--- config.mk ---
export PLATFORM = sky130hd
export DESIGN_NAME = ats_trigger_select
export DESIGN_NICKNAME = d
export VERILOG_FILES = /design/src/hdl/ats_pkg.sv /design/src/hdl/ats_sel_if.sv /design/src/hdl/ats_trigger_select.sv /design/src/hdl/ats_pulse.sv
export SDC_FILE = /design/constraint.sdc
export NUM_CORES = 1
export LEC_CHECK = 0
export BUFFER_PORTS_ARGS = -buffer_cell sky130_fd_sc_hd__buf_2
export CAP_MARGIN = 20
export CORE_MARGIN = 10
export CORE_UTILIZATION = 40
export CTS_CLUSTER_DIAMETER = 60
export DETAILED_ROUTE_END_ITERATION = 12
export PLACE_DENSITY_LB_ADDON = 0.2
export SLEW_MARGIN = 40
export SYNTH_ARGS = -nofsm -noshare
export SYNTH_HDL_FRONTEND = slang
export SYNTH_SLANG_ARGS = --single-unit
--- constraint.sdc ---
create_clock -name CLK -period 0.8 [get_ports CLK]
set_input_delay 0.08 -clock CLK [delete_from_list [all_inputs] [get_ports CLK]]
set_output_delay 0.08 -clock CLK [all_outputs]
set_load 0.005 [all_outputs]
--- src/hdl/ats_pkg.sv ---
/*
 * Constants for the conversion trigger source selector.
 * Assumes a single 125 MHz system clock and byte-wide register port.
 */
package ats_pkg;
    // ------------------------------------------------------------
    // Register map
    // ------------------------------------------------------------
    localparam int ATS_ADDR_W = 16;
    localparam logic [15:0] ATS_TRIGGER_SELECT_ADDR = 16'h1d2c;
    localparam logic [7:0] ATS_TRIGGER_SELECT_RESET = 8'h00;
    localparam int ATS_CODE_W = 5;
    localparam int ATS_CODE_MSB = 4;
    localparam logic [7:0] ATS_UNMAPPED_READ = 8'h00;
    localparam logic [2:0] ATS_UPPER_ZERO = 3'h0;
    localparam int ATS_NUM_SRC = 32;

    // ------------------------------------------------------------
    // Trigger source codes
    // ------------------------------------------------------------
    localparam logic [4:0] ATS_SRC_CHAN_WRITE = 5'h1f;
    localparam logic [4:0] ATS_SRC_RESULT_READ = 5'h1e;
    localparam logic [4:0] ATS_SRC_ERROR_READ = 5'h1d;
    localparam logic [4:0] ATS_SRC_RSVD_HI = 5'h1c;
    localparam logic [4:0] ATS_SRC_RSVD_LO = 5'h1a;
    localparam logic [4:0] ATS_SRC_CELL4 = 5'h19;
    localparam logic [4:0] ATS_SRC_CELL3 = 5'h18;
    localparam logic [4:0] ATS_SRC_CELL2 = 5'h17;
    localparam logic [4:0] ATS_SRC_CELL1 = 5'h16;
    localparam logic [4:0] ATS_SRC_IOC = 5'h15;
    localparam logic [4:0] ATS_SRC_CMP2 = 5'h14;
    localparam logic [4:0] ATS_SRC_CMP1 = 5'h13;
    localparam logic [4:0] ATS_SRC_OSC = 5'h12;
    localparam logic [4:0] ATS_SRC_PWM4_B = 5'h11;
    localparam logic [4:0] ATS_SRC_PWM4_A = 5'h10;
    localparam logic [4:0] ATS_SRC_PWM3_B = 5'h0f;
    localparam logic [4:0] ATS_SRC_PWM3_A = 5'h0e;
    localparam logic [4:0] ATS_SRC_CCP2 = 5'h0a;
    localparam logic [4:0] ATS_SRC_CCP1 = 5'h09;

    // ------------------------------------------------------------
    // Edge detector state
    // ------------------------------------------------------------
    typedef enum logic [1:0] {
        ATS_IDLE = 2'b00,
        ATS_FIRE = 2'b01,
        ATS_HOLD = 2'b11
    } ats_state_e;
endpackage

--- src/hdl/ats_sel_if.sv ---
/*
 * Interface carrying the selected event level to the pulse former.
 * Assumes both ends share the system clock.
 */
`timescale 1ns/1ns
interface ats_sel_if;
    logic level;
    logic allowed;
    logic pulse;
    modport src (output level, output allowed, input pulse);
    modport fmr (input level, input allowed, output pulse);
endinterface

--- src/hdl/ats_trigger_select.sv ---
/*
 * Conversion trigger source selector with its select register.
 * Assumes a byte register port with one-cycle strobes, event
 * inputs synchronous to CLK, and a converter that starts on
 * each START_CONV pulse.
 */
// Our own choice: strobed register access.
`timescale 1ns/1ns
// Overview of operation
// - Five-bit source code, cleared at reset
// - Code 11111: channel-select write triggers
// - Code 11110: result high-byte read triggers
// - Code 11101: error high-byte read triggers
// - Codes 11010 to 11100 reserved, no trigger
// - Codes 11001..10110: logic cells four..one
// - Code 10101: interrupt-on-change flag
// - Comparators two, one; oscillator codes
// - PWM units four and three outputs
module ats_trigger_select
    import ats_pkg::*;
(
    input wire logic CLK,
    input wire logic RESETN,
    input wire logic [15:0] ADDR,
    input wire logic [7:0] WDATA,
    input wire logic WR,
    input wire logic RD,
    output logic [7:0] RDATA,
    input wire logic CHANNEL_SELECT_WRITE,
    input wire logic RESULT_HIGH_BYTE_READ,
    input wire logic SETPOINT_ERROR_HIGH_BYTE_READ,
    input wire logic LOGIC_CELL1_OUTPUT,
    input wire logic LOGIC_CELL2_OUTPUT,
    input wire logic LOGIC_CELL3_OUTPUT,
    input wire logic LOGIC_CELL4_OUTPUT,
    input wire logic IOC_FLAG,
    input wire logic COMPARATOR1_OUTPUT,
    input wire logic COMPARATOR2_OUTPUT,
    input wire logic OSCILLATOR_OUTPUT,
    input wire logic PWM_UNIT3_FIRST_OUTPUT,
    input wire logic PWM_UNIT3_SECOND_OUTPUT,
    input wire logic PWM_UNIT4_FIRST_OUTPUT,
    input wire logic PWM_UNIT4_SECOND_OUTPUT,
    input wire logic CAPTURE_COMPARE1_OUTPUT,
    input wire logic CAPTURE_COMPARE2_OUTPUT,
    output logic [4:0] TRIGGER_SOURCE_CODE,
    output logic START_CONV
);
    // ------------------------------------------------------------
    // Reset release
    // ------------------------------------------------------------
    logic rst_meta_r;
    logic rst_n_r;

    always_ff @(posedge CLK or negedge RESETN) begin
        if (!RESETN) begin
            rst_meta_r <= 1'b0;
            rst_n_r <= 1'b0;
        end else begin
            rst_meta_r <= 1'b1;
            rst_n_r <= rst_meta_r;
        end
    end

    // ------------------------------------------------------------
    // Select register
    // ------------------------------------------------------------
    logic [4:0] code_r;
    logic [7:0] rdata_r;
    logic hit;

    assign hit = (ADDR == ATS_TRIGGER_SELECT_ADDR);

    always_ff @(posedge CLK or negedge rst_n_r) begin
        if (!rst_n_r) begin
            code_r <= ATS_TRIGGER_SELECT_RESET[ATS_CODE_MSB:0];
        end else if (WR && hit) begin
            code_r <= WDATA[ATS_CODE_MSB:0];
        end
    end

    // Upper bits unimplemented, read as zero
    always_ff @(posedge CLK or negedge rst_n_r) begin
        if (!rst_n_r) begin
            rdata_r <= ATS_UNMAPPED_READ;
        end else if (RD && hit) begin
            rdata_r <= {ATS_UPPER_ZERO, code_r};
        end else begin
            rdata_r <= ATS_UNMAPPED_READ;
        end
    end

    assign RDATA = rdata_r;
    assign TRIGGER_SOURCE_CODE = code_r;

    // ------------------------------------------------------------
    // Source table
    // ------------------------------------------------------------
    logic [ATS_NUM_SRC-1:0] src_vec;
    logic [ATS_NUM_SRC-1:0] src_valid;

    always_comb begin
        src_vec = '0;
        src_vec[ATS_SRC_CHAN_WRITE] = CHANNEL_SELECT_WRITE;
        src_vec[ATS_SRC_RESULT_READ] = RESULT_HIGH_BYTE_READ;
        src_vec[ATS_SRC_ERROR_READ] = SETPOINT_ERROR_HIGH_BYTE_READ;
        src_vec[ATS_SRC_CELL4] = LOGIC_CELL4_OUTPUT;
        src_vec[ATS_SRC_CELL3] = LOGIC_CELL3_OUTPUT;
        src_vec[ATS_SRC_CELL2] = LOGIC_CELL2_OUTPUT;
        src_vec[ATS_SRC_CELL1] = LOGIC_CELL1_OUTPUT;
        src_vec[ATS_SRC_IOC] = IOC_FLAG;
        src_vec[ATS_SRC_CMP2] = COMPARATOR2_OUTPUT;
        src_vec[ATS_SRC_CMP1] = COMPARATOR1_OUTPUT;
        src_vec[ATS_SRC_OSC] = OSCILLATOR_OUTPUT;
        src_vec[ATS_SRC_PWM4_B] = PWM_UNIT4_SECOND_OUTPUT;
        src_vec[ATS_SRC_PWM4_A] = PWM_UNIT4_FIRST_OUTPUT;
        src_vec[ATS_SRC_PWM3_B] = PWM_UNIT3_SECOND_OUTPUT;
        src_vec[ATS_SRC_PWM3_A] = PWM_UNIT3_FIRST_OUTPUT;
        src_vec[ATS_SRC_CCP2] = CAPTURE_COMPARE2_OUTPUT;
        src_vec[ATS_SRC_CCP1] = CAPTURE_COMPARE1_OUTPUT;
    end

    // Codes outside the table, reserved ones included, never fire
    genvar gi;
    generate
        for (gi = 0; gi < ATS_NUM_SRC; gi++) begin : g_valid
            localparam logic [4:0] CODE = 5'(gi);
            assign src_valid[gi] =
                !((CODE >= ATS_SRC_RSVD_LO) && (CODE <= ATS_SRC_RSVD_HI))
                && ((CODE >= ATS_SRC_CCP1 && CODE <= ATS_SRC_CCP2)
                || (CODE >= ATS_SRC_PWM3_A));
        end
    endgenerate

    // ------------------------------------------------------------
    // Trigger forming
    // ------------------------------------------------------------
    ats_sel_if sel ();

    assign sel.level = src_vec[code_r];
    assign sel.allowed = src_valid[code_r];

    ats_pulse u_pulse (
        .clk(CLK),
        .rst_n(rst_n_r),
        .sel(sel)
    );

    // Pulse held in a flip-flop so START_CONV is glitch free
    always_ff @(posedge CLK or negedge rst_n_r) begin
        if (!rst_n_r) begin
            START_CONV <= 1'b0;
        end else begin
            START_CONV <= sel.pulse;
        end
    end
endmodule

--- src/hdl/ats_pulse.sv ---
/*
 * Pulse former: one clock pulse per rising edge of the selected event.
 * Assumes the event level is synchronous to CLK.
 */
`timescale 1ns/1ns
module ats_pulse
    import ats_pkg::*;
(
    input wire logic clk,
    input wire logic rst_n,
    ats_sel_if.fmr sel
);
    ats_state_e state_r;
    ats_state_e state_nxt;

    always_comb begin
        state_nxt = state_r;
        case (state_r)
            ATS_IDLE: begin
                if (sel.level && sel.allowed) begin
                    state_nxt = ATS_FIRE;
                end
            end
            ATS_FIRE: begin
                state_nxt = sel.level ? ATS_HOLD : ATS_IDLE;
            end
            ATS_HOLD: begin
                if (!sel.level) begin
                    state_nxt = ATS_IDLE;
                end
            end
            default: begin
                state_nxt = ATS_IDLE;
            end
        endcase
    end

    // One start per event, held off until the level drops
    always_ff @(posedge clk or negedge rst_n) begin
        if (!rst_n) begin
            state_r <= ATS_IDLE;
        end else begin
            state_r <= state_nxt;
        end
    end

    assign sel.pulse = (state_r == ATS_FIRE);
endmodule

== Word level (Yosys, flattened, before mapping) ==
Memory sizes are Yosys's and may differ from the RTL's.
Cells that the tools add are included.
Storage, ports and cells
  output and inout bits: 14
  word-level logic and storage cells: 26
  register bits after elaboration: 15
  memory bits (read-only): 32
  memories kept: 1
  input port bits: 45
Memories
  (no name shown): depth 32, width 1, rd ports 1, clocked after Yosys merged registers in 0, write ports 0, line ats_trigger_select.sv:141  | assign sel.allowed = src_valid[code_r];
Operators by class
  reductions and logical operators: 5
  $lt $le $gt $ge: 1
  muxes and demuxes: 8
  equality and inequality tests: 5
Operators by type and width (count)
  $eq 16x13->1 const B: 1
  $lt 5x6->1 const B: 1
  $mux 2: 3
  $pmux 2 s3: 1
  $bmux 1 s5: 1
  $mux 5: 1
  $logic_and 1x1->1: 3
  $eq 2x1->1 const B: 1
  $eq 2x2->1 const B: 1
  $logic_not 2->1: 1
  $mux 1: 2
  $ne 2x1->1 const B: 1
  $ne 2x2->1 const B: 1
  $reduce_and 2->1: 1

== Depth between registers and ports, before layout ==
  depth after elaboration: 5
  depth in mapped cells: 7
  depth with buffers taken out: 6

== Hierarchy ==
From an unflattened synthesis, not the netlist that was laid out.
Second synthesis, totals
  cell total of the unflattened synthesis: 69
  area total of the unflattened synthesis: 870.8 um^2
By module, submodules not included
  ats_trigger_select: instances 1, area an instance 794.5 um^2, cells an instance 63, seq. area each 325.3 um^2
  ats_pulse: instances 1, area an instance 76.3 um^2, cells an instance 6, seq. area each 50.0 um^2

== Least setup slack after synthesis ==
Ideal clock, no wire load.
  kind: register to register
  from: register code_r[1] (netlist: TRIGGER_SOURCE_CODE[1])
  to: register u_pulse.state_r[0]
  path buffers: 1
  required time: 0.699 ns
  setup time: 0.101 ns
  period minus slack after synthesis: 1.497 ns
  arrival: 1.396 ns
  cell stages (with the launch flop): 8
  setup slack: -0.697 ns
  cells stage by stage: dfrtp_1 > buf_2 > inv_1 > ha_1 > nor2_1 > o211ai_1 > a41oi_1 > nor4_1
On the way
  cells in the longest elaborated chain, start to end: 5
  elaborated cells between the ends (all ways): 10
  classes of those cells: 2 x eq/ne; 5 x mux; 2 x reduce/logical; 1 x memory
Ends and longest elaborated chain
  start: declaration: line ats_trigger_select.sv:68  | logic [4:0] code_r;
  start signal: assignment: line ats_trigger_select.sv:76  | code_r <= ATS_TRIGGER_SELECT_RESET[ATS_CODE_MSB:0];
  start signal: assignment: line ats_trigger_select.sv:78  | code_r <= WDATA[ATS_CODE_MSB:0];
  $mem_v2 32x1 or $bmux 1 s5 (tied branches)
  $mux 1 (on tied branches): line ats_trigger_select.sv:141, ats_trigger_select.sv:140
  $logic_and 1x1->1: line ats_pulse.sv:20  | if (sel.level && sel.allowed) begin
  $ne 2x1->1 (no source line)
  $reduce_and 2->1 (no source line)
  end signal: assignment: line ats_pulse.sv:43  | state_r <= state_nxt;
  end: declaration: line ats_pulse.sv:13  | ats_state_e state_r;
Several ways; a longest one is shown, not always the timed one. The select of a mux whose other input is x is not followed.
A chain may end at the register's enable or synchronous reset.

== Worst setup path after layout ==
Ends and elaborated chain as after synthesis.

==> results.cfg <==
[run_status]
status = finished with violations
violations = negative setup slack

[cells_and_area]
fin_nets = 194
syn2layout_area_growth_pct = 71.7
drive_above_1_share_pct = 66.7
utilization_pct = 73.1
diodes = 0

[drt]
vias = 824
ant_nets = 0
drt_iter0_drc = 12
drc = 0
viasPerCell = 4.74
first_pass_iters = 4
drt_wl_total_mm = 2.56
wl_per_cell_um = 14.7

[worst_setup_path]
rr_endpoint = u_pulse.state_r[0]$_DFFE_PN0P_
r2r_slack_ns = -0.72
crit_required_ns = 0.97
critical_path_class = flop to flop
end_kind = flop
worstSetupStartpointType = flop
path_max_fanout = 4
ff2ff_path_depth = 6
r2r-start = TRIGGER_SOURCE_CODE[1]$_DFFE_PN0P_
crit_arrival_ns = 1.70

[sta]
final-hold-violation-count = 0
finalSetupTns_ns = -4.84
slew_violations = 0
period_minus_slack_ns = 1.52
setup_viol = 23
finalClockSkew_ns = 0.0108
fin_ws_ns = -0.723
fmaxAchievable_mhz = 657
fin_crit_sh_pct = 190
rsz0062_at_grt = yes

[placement]
port_buffers = 52
dp_hpwl_mm = 2.03
pre_cts_slack_ns = -0.631
place.gp.congestion = 0.790

[clock_network]
cts_tree = yes
cts-root-buf = clkbuf_4
cts_inserted_buffers = 3
cts.clk_slew.worst_paths_ns = 0.10
clk_latency_ns = 0.29
cts_num_sinks = 15
htree_levels = 1
clockBufferDepth = 2

[min_path]
min_to = TRIGGER_SOURCE_CODE[0]$_DFFE_PN0P_
worstHoldStart = WDATA[0]
hold_path.class = primary input to flop
hold_path_depth = 2

[grt]
grt_max_degree = 14
grt_pass1_wl_mm = 3.96
track_usage_pct = 11.4
grt_overflow_total = 0
grt_pass1_vias = 954
antenna_found_initial = 0

[synth]
syn_inst = 75
ys_ff_latch = 15
synth_largest_area_cell = dfrtp_1
yosysUniqueCellTypes = 35
yosysSeqAreaShare_pct = 44.1
syn_area_um2 = 852
ys_top_cells_by_area = dfrtp_1 (44%), mux2_2 (6.6%), mux2i_1 (5.9%), nor4bb_1 (3.5%), buf_4 (3.5%)
ys.warnings.count = 0
avgSynthCellArea_um2 = 11.4
synth_top_cell_area_share_pct = 44.1

[die]
die_w_um = 66.2
num_rows = 16
ios = 59
start_util_pct = 42.6
die_area_um2 = 4380
core_region_area_um2 = 2000
fp.dieH_um = 66.2

[pwr]
ir_drop_uv = 1160
p_leak_uw = 0.000754
total_power_uw = 1400
power.density_nw_per_um2 = 960

[run]
max-cap-violations = 0
==> cells in the mapped netlist (all sizes together) <==
master,number
nand4,1
a21oi,2
nor2,4
nand3b,1
nor4bb,3
a21boi,1
a31oi,1
nand2b,2
mux4,1
o311ai,1
o211ai,1
and3,2
nor4b,2
nor2b,2
conb,2
mux2,5
o2bb2ai,1
a21bo,1
dfrtp,15
and2,5
nand3,2
inv,2
ha,1
buf,7
mux2i,5
o21ai,2
a41oi,1
nor4,1
a22oi,1
==> state kept, by name, indices dropped and copies added, names as in the netlist <==
register	cells
RDATA	5
START_CONV	1
TRIGGER_SOURCE_CODE	5
rst_meta_r	1
rst_n_r	1
u_pulse.state_r	2
==> cells by family (layout without fill, tap and decap cells) <==
kind of cell,after synthesis,after routing,share of synthesized area (%)
compound gates,12,12,11.0
flops,15,15,44.1
fa+ha+maj,1,1,1.47
mux,11,11,15.1
buf+inv,9,79,6.90
simple gates,25,25,20.6
other cells,2,4,0.881
==> layout make-up <==
| cell class | count | area (um^2) |
|---|---|---|
| fill | 143 | 539 |
| inverter | 2 | 7.51 |
| multi-input combinational | 53 | 523 |
| sequential | 15 | 378 |
| timing repair buffer | 73 | 493 |
| clock buffer | 3 | 22.5 |
| tap | 27 | 33.8 |
| clock inverter | 1 | 5.00 |
==> stage by stage <==
| stage | hold WS (ns) | instance area, um^2 | std cells |
|---|---|---|---|
| floorplan | -0.216 | 883 | 77 |
| global placement | -0.135 | 1250 | 166 |
| detailed placement | -0.133 | 1250 | 166 |
| CTS | 0.0179 | 1360 | 171 |
| global route | 0.00827 | 1460 | 174 |
| finish | 0.0168 | 1460 | 174 |
==> routing by layer <==
metal	share of wire [%]	GRT usage, %	up-vias
li1	-	-	409
met5	0	0	-
met2	53	20.7	35
met4	0.74	3.40	0
met1	37	11.2	378
met3	9.1	5.25	2
==> worst max-delay path: stages, from the launching register on <==
cell	delay, ns
dfrtp_1	0.42
inv_1	0.10
ha_4	0.28
nor2_1	0.04
o211ai_1	0.18
a41oi_1	0.13
nor4_1	0.27
==> worst max-delay path by stage <==
stage | from | to | slack [ns] | depth (start not counted)
floorplan | TRIGGER_SOURCE_CODE[0]$_DFFE_PN0P_ | u_pulse.state_r[0]$_DFFE_PN0P_ | -0.62 | 5
global placement | TRIGGER_SOURCE_CODE[0]$_DFFE_PN0P_ | u_pulse.state_r[0]$_DFFE_PN0P_ | -0.56 | 6
detailed placement | TRIGGER_SOURCE_CODE[0]$_DFFE_PN0P_ | u_pulse.state_r[0]$_DFFE_PN0P_ | -0.63 | 6
CTS | TRIGGER_SOURCE_CODE[0]$_DFFE_PN0P_ | u_pulse.state_r[0]$_DFFE_PN0P_ | -0.66 | 6
global route | TRIGGER_SOURCE_CODE[1]$_DFFE_PN0P_ | u_pulse.state_r[0]$_DFFE_PN0P_ | -0.79 | 6
finish | TRIGGER_SOURCE_CODE[1]$_DFFE_PN0P_ | u_pulse.state_r[0]$_DFFE_PN0P_ | -0.72 | 6
==> placed cells by master, fill, tap and decap left out, types with 3 or more instances in the layout <==
cell	n
buf_2	44
conb_1	4
buf_6	14
mux2_4	3
buf_4	14
nor2_1	4
clkbuf_4	3
mux2i_1	5
dfrtp_1	13
and2_1	3
==> report_power, final <==
group          internal [uW]  total (uW)  switching, uW
Clock                    186         443            257
Combinational            128         197           68.4
Sequential               763         764           1.39
Total                   1080        1400            327
==> timing repair <==
| item | CTS | global route |
|---|---|---|
| pin swaps | 4 | 5 |
| setup endpoints to repair | 23 | 23 |
| cloned | 0 | 0 |
| hold buffers | 1 | 0 |
| setup buffers | 0 | 3 |
| endpoints found under the hold margin | 2 | 0 |
| resized for setup | 13 | 17 |
Note: power is estimated with default switching activity, not from simulation.
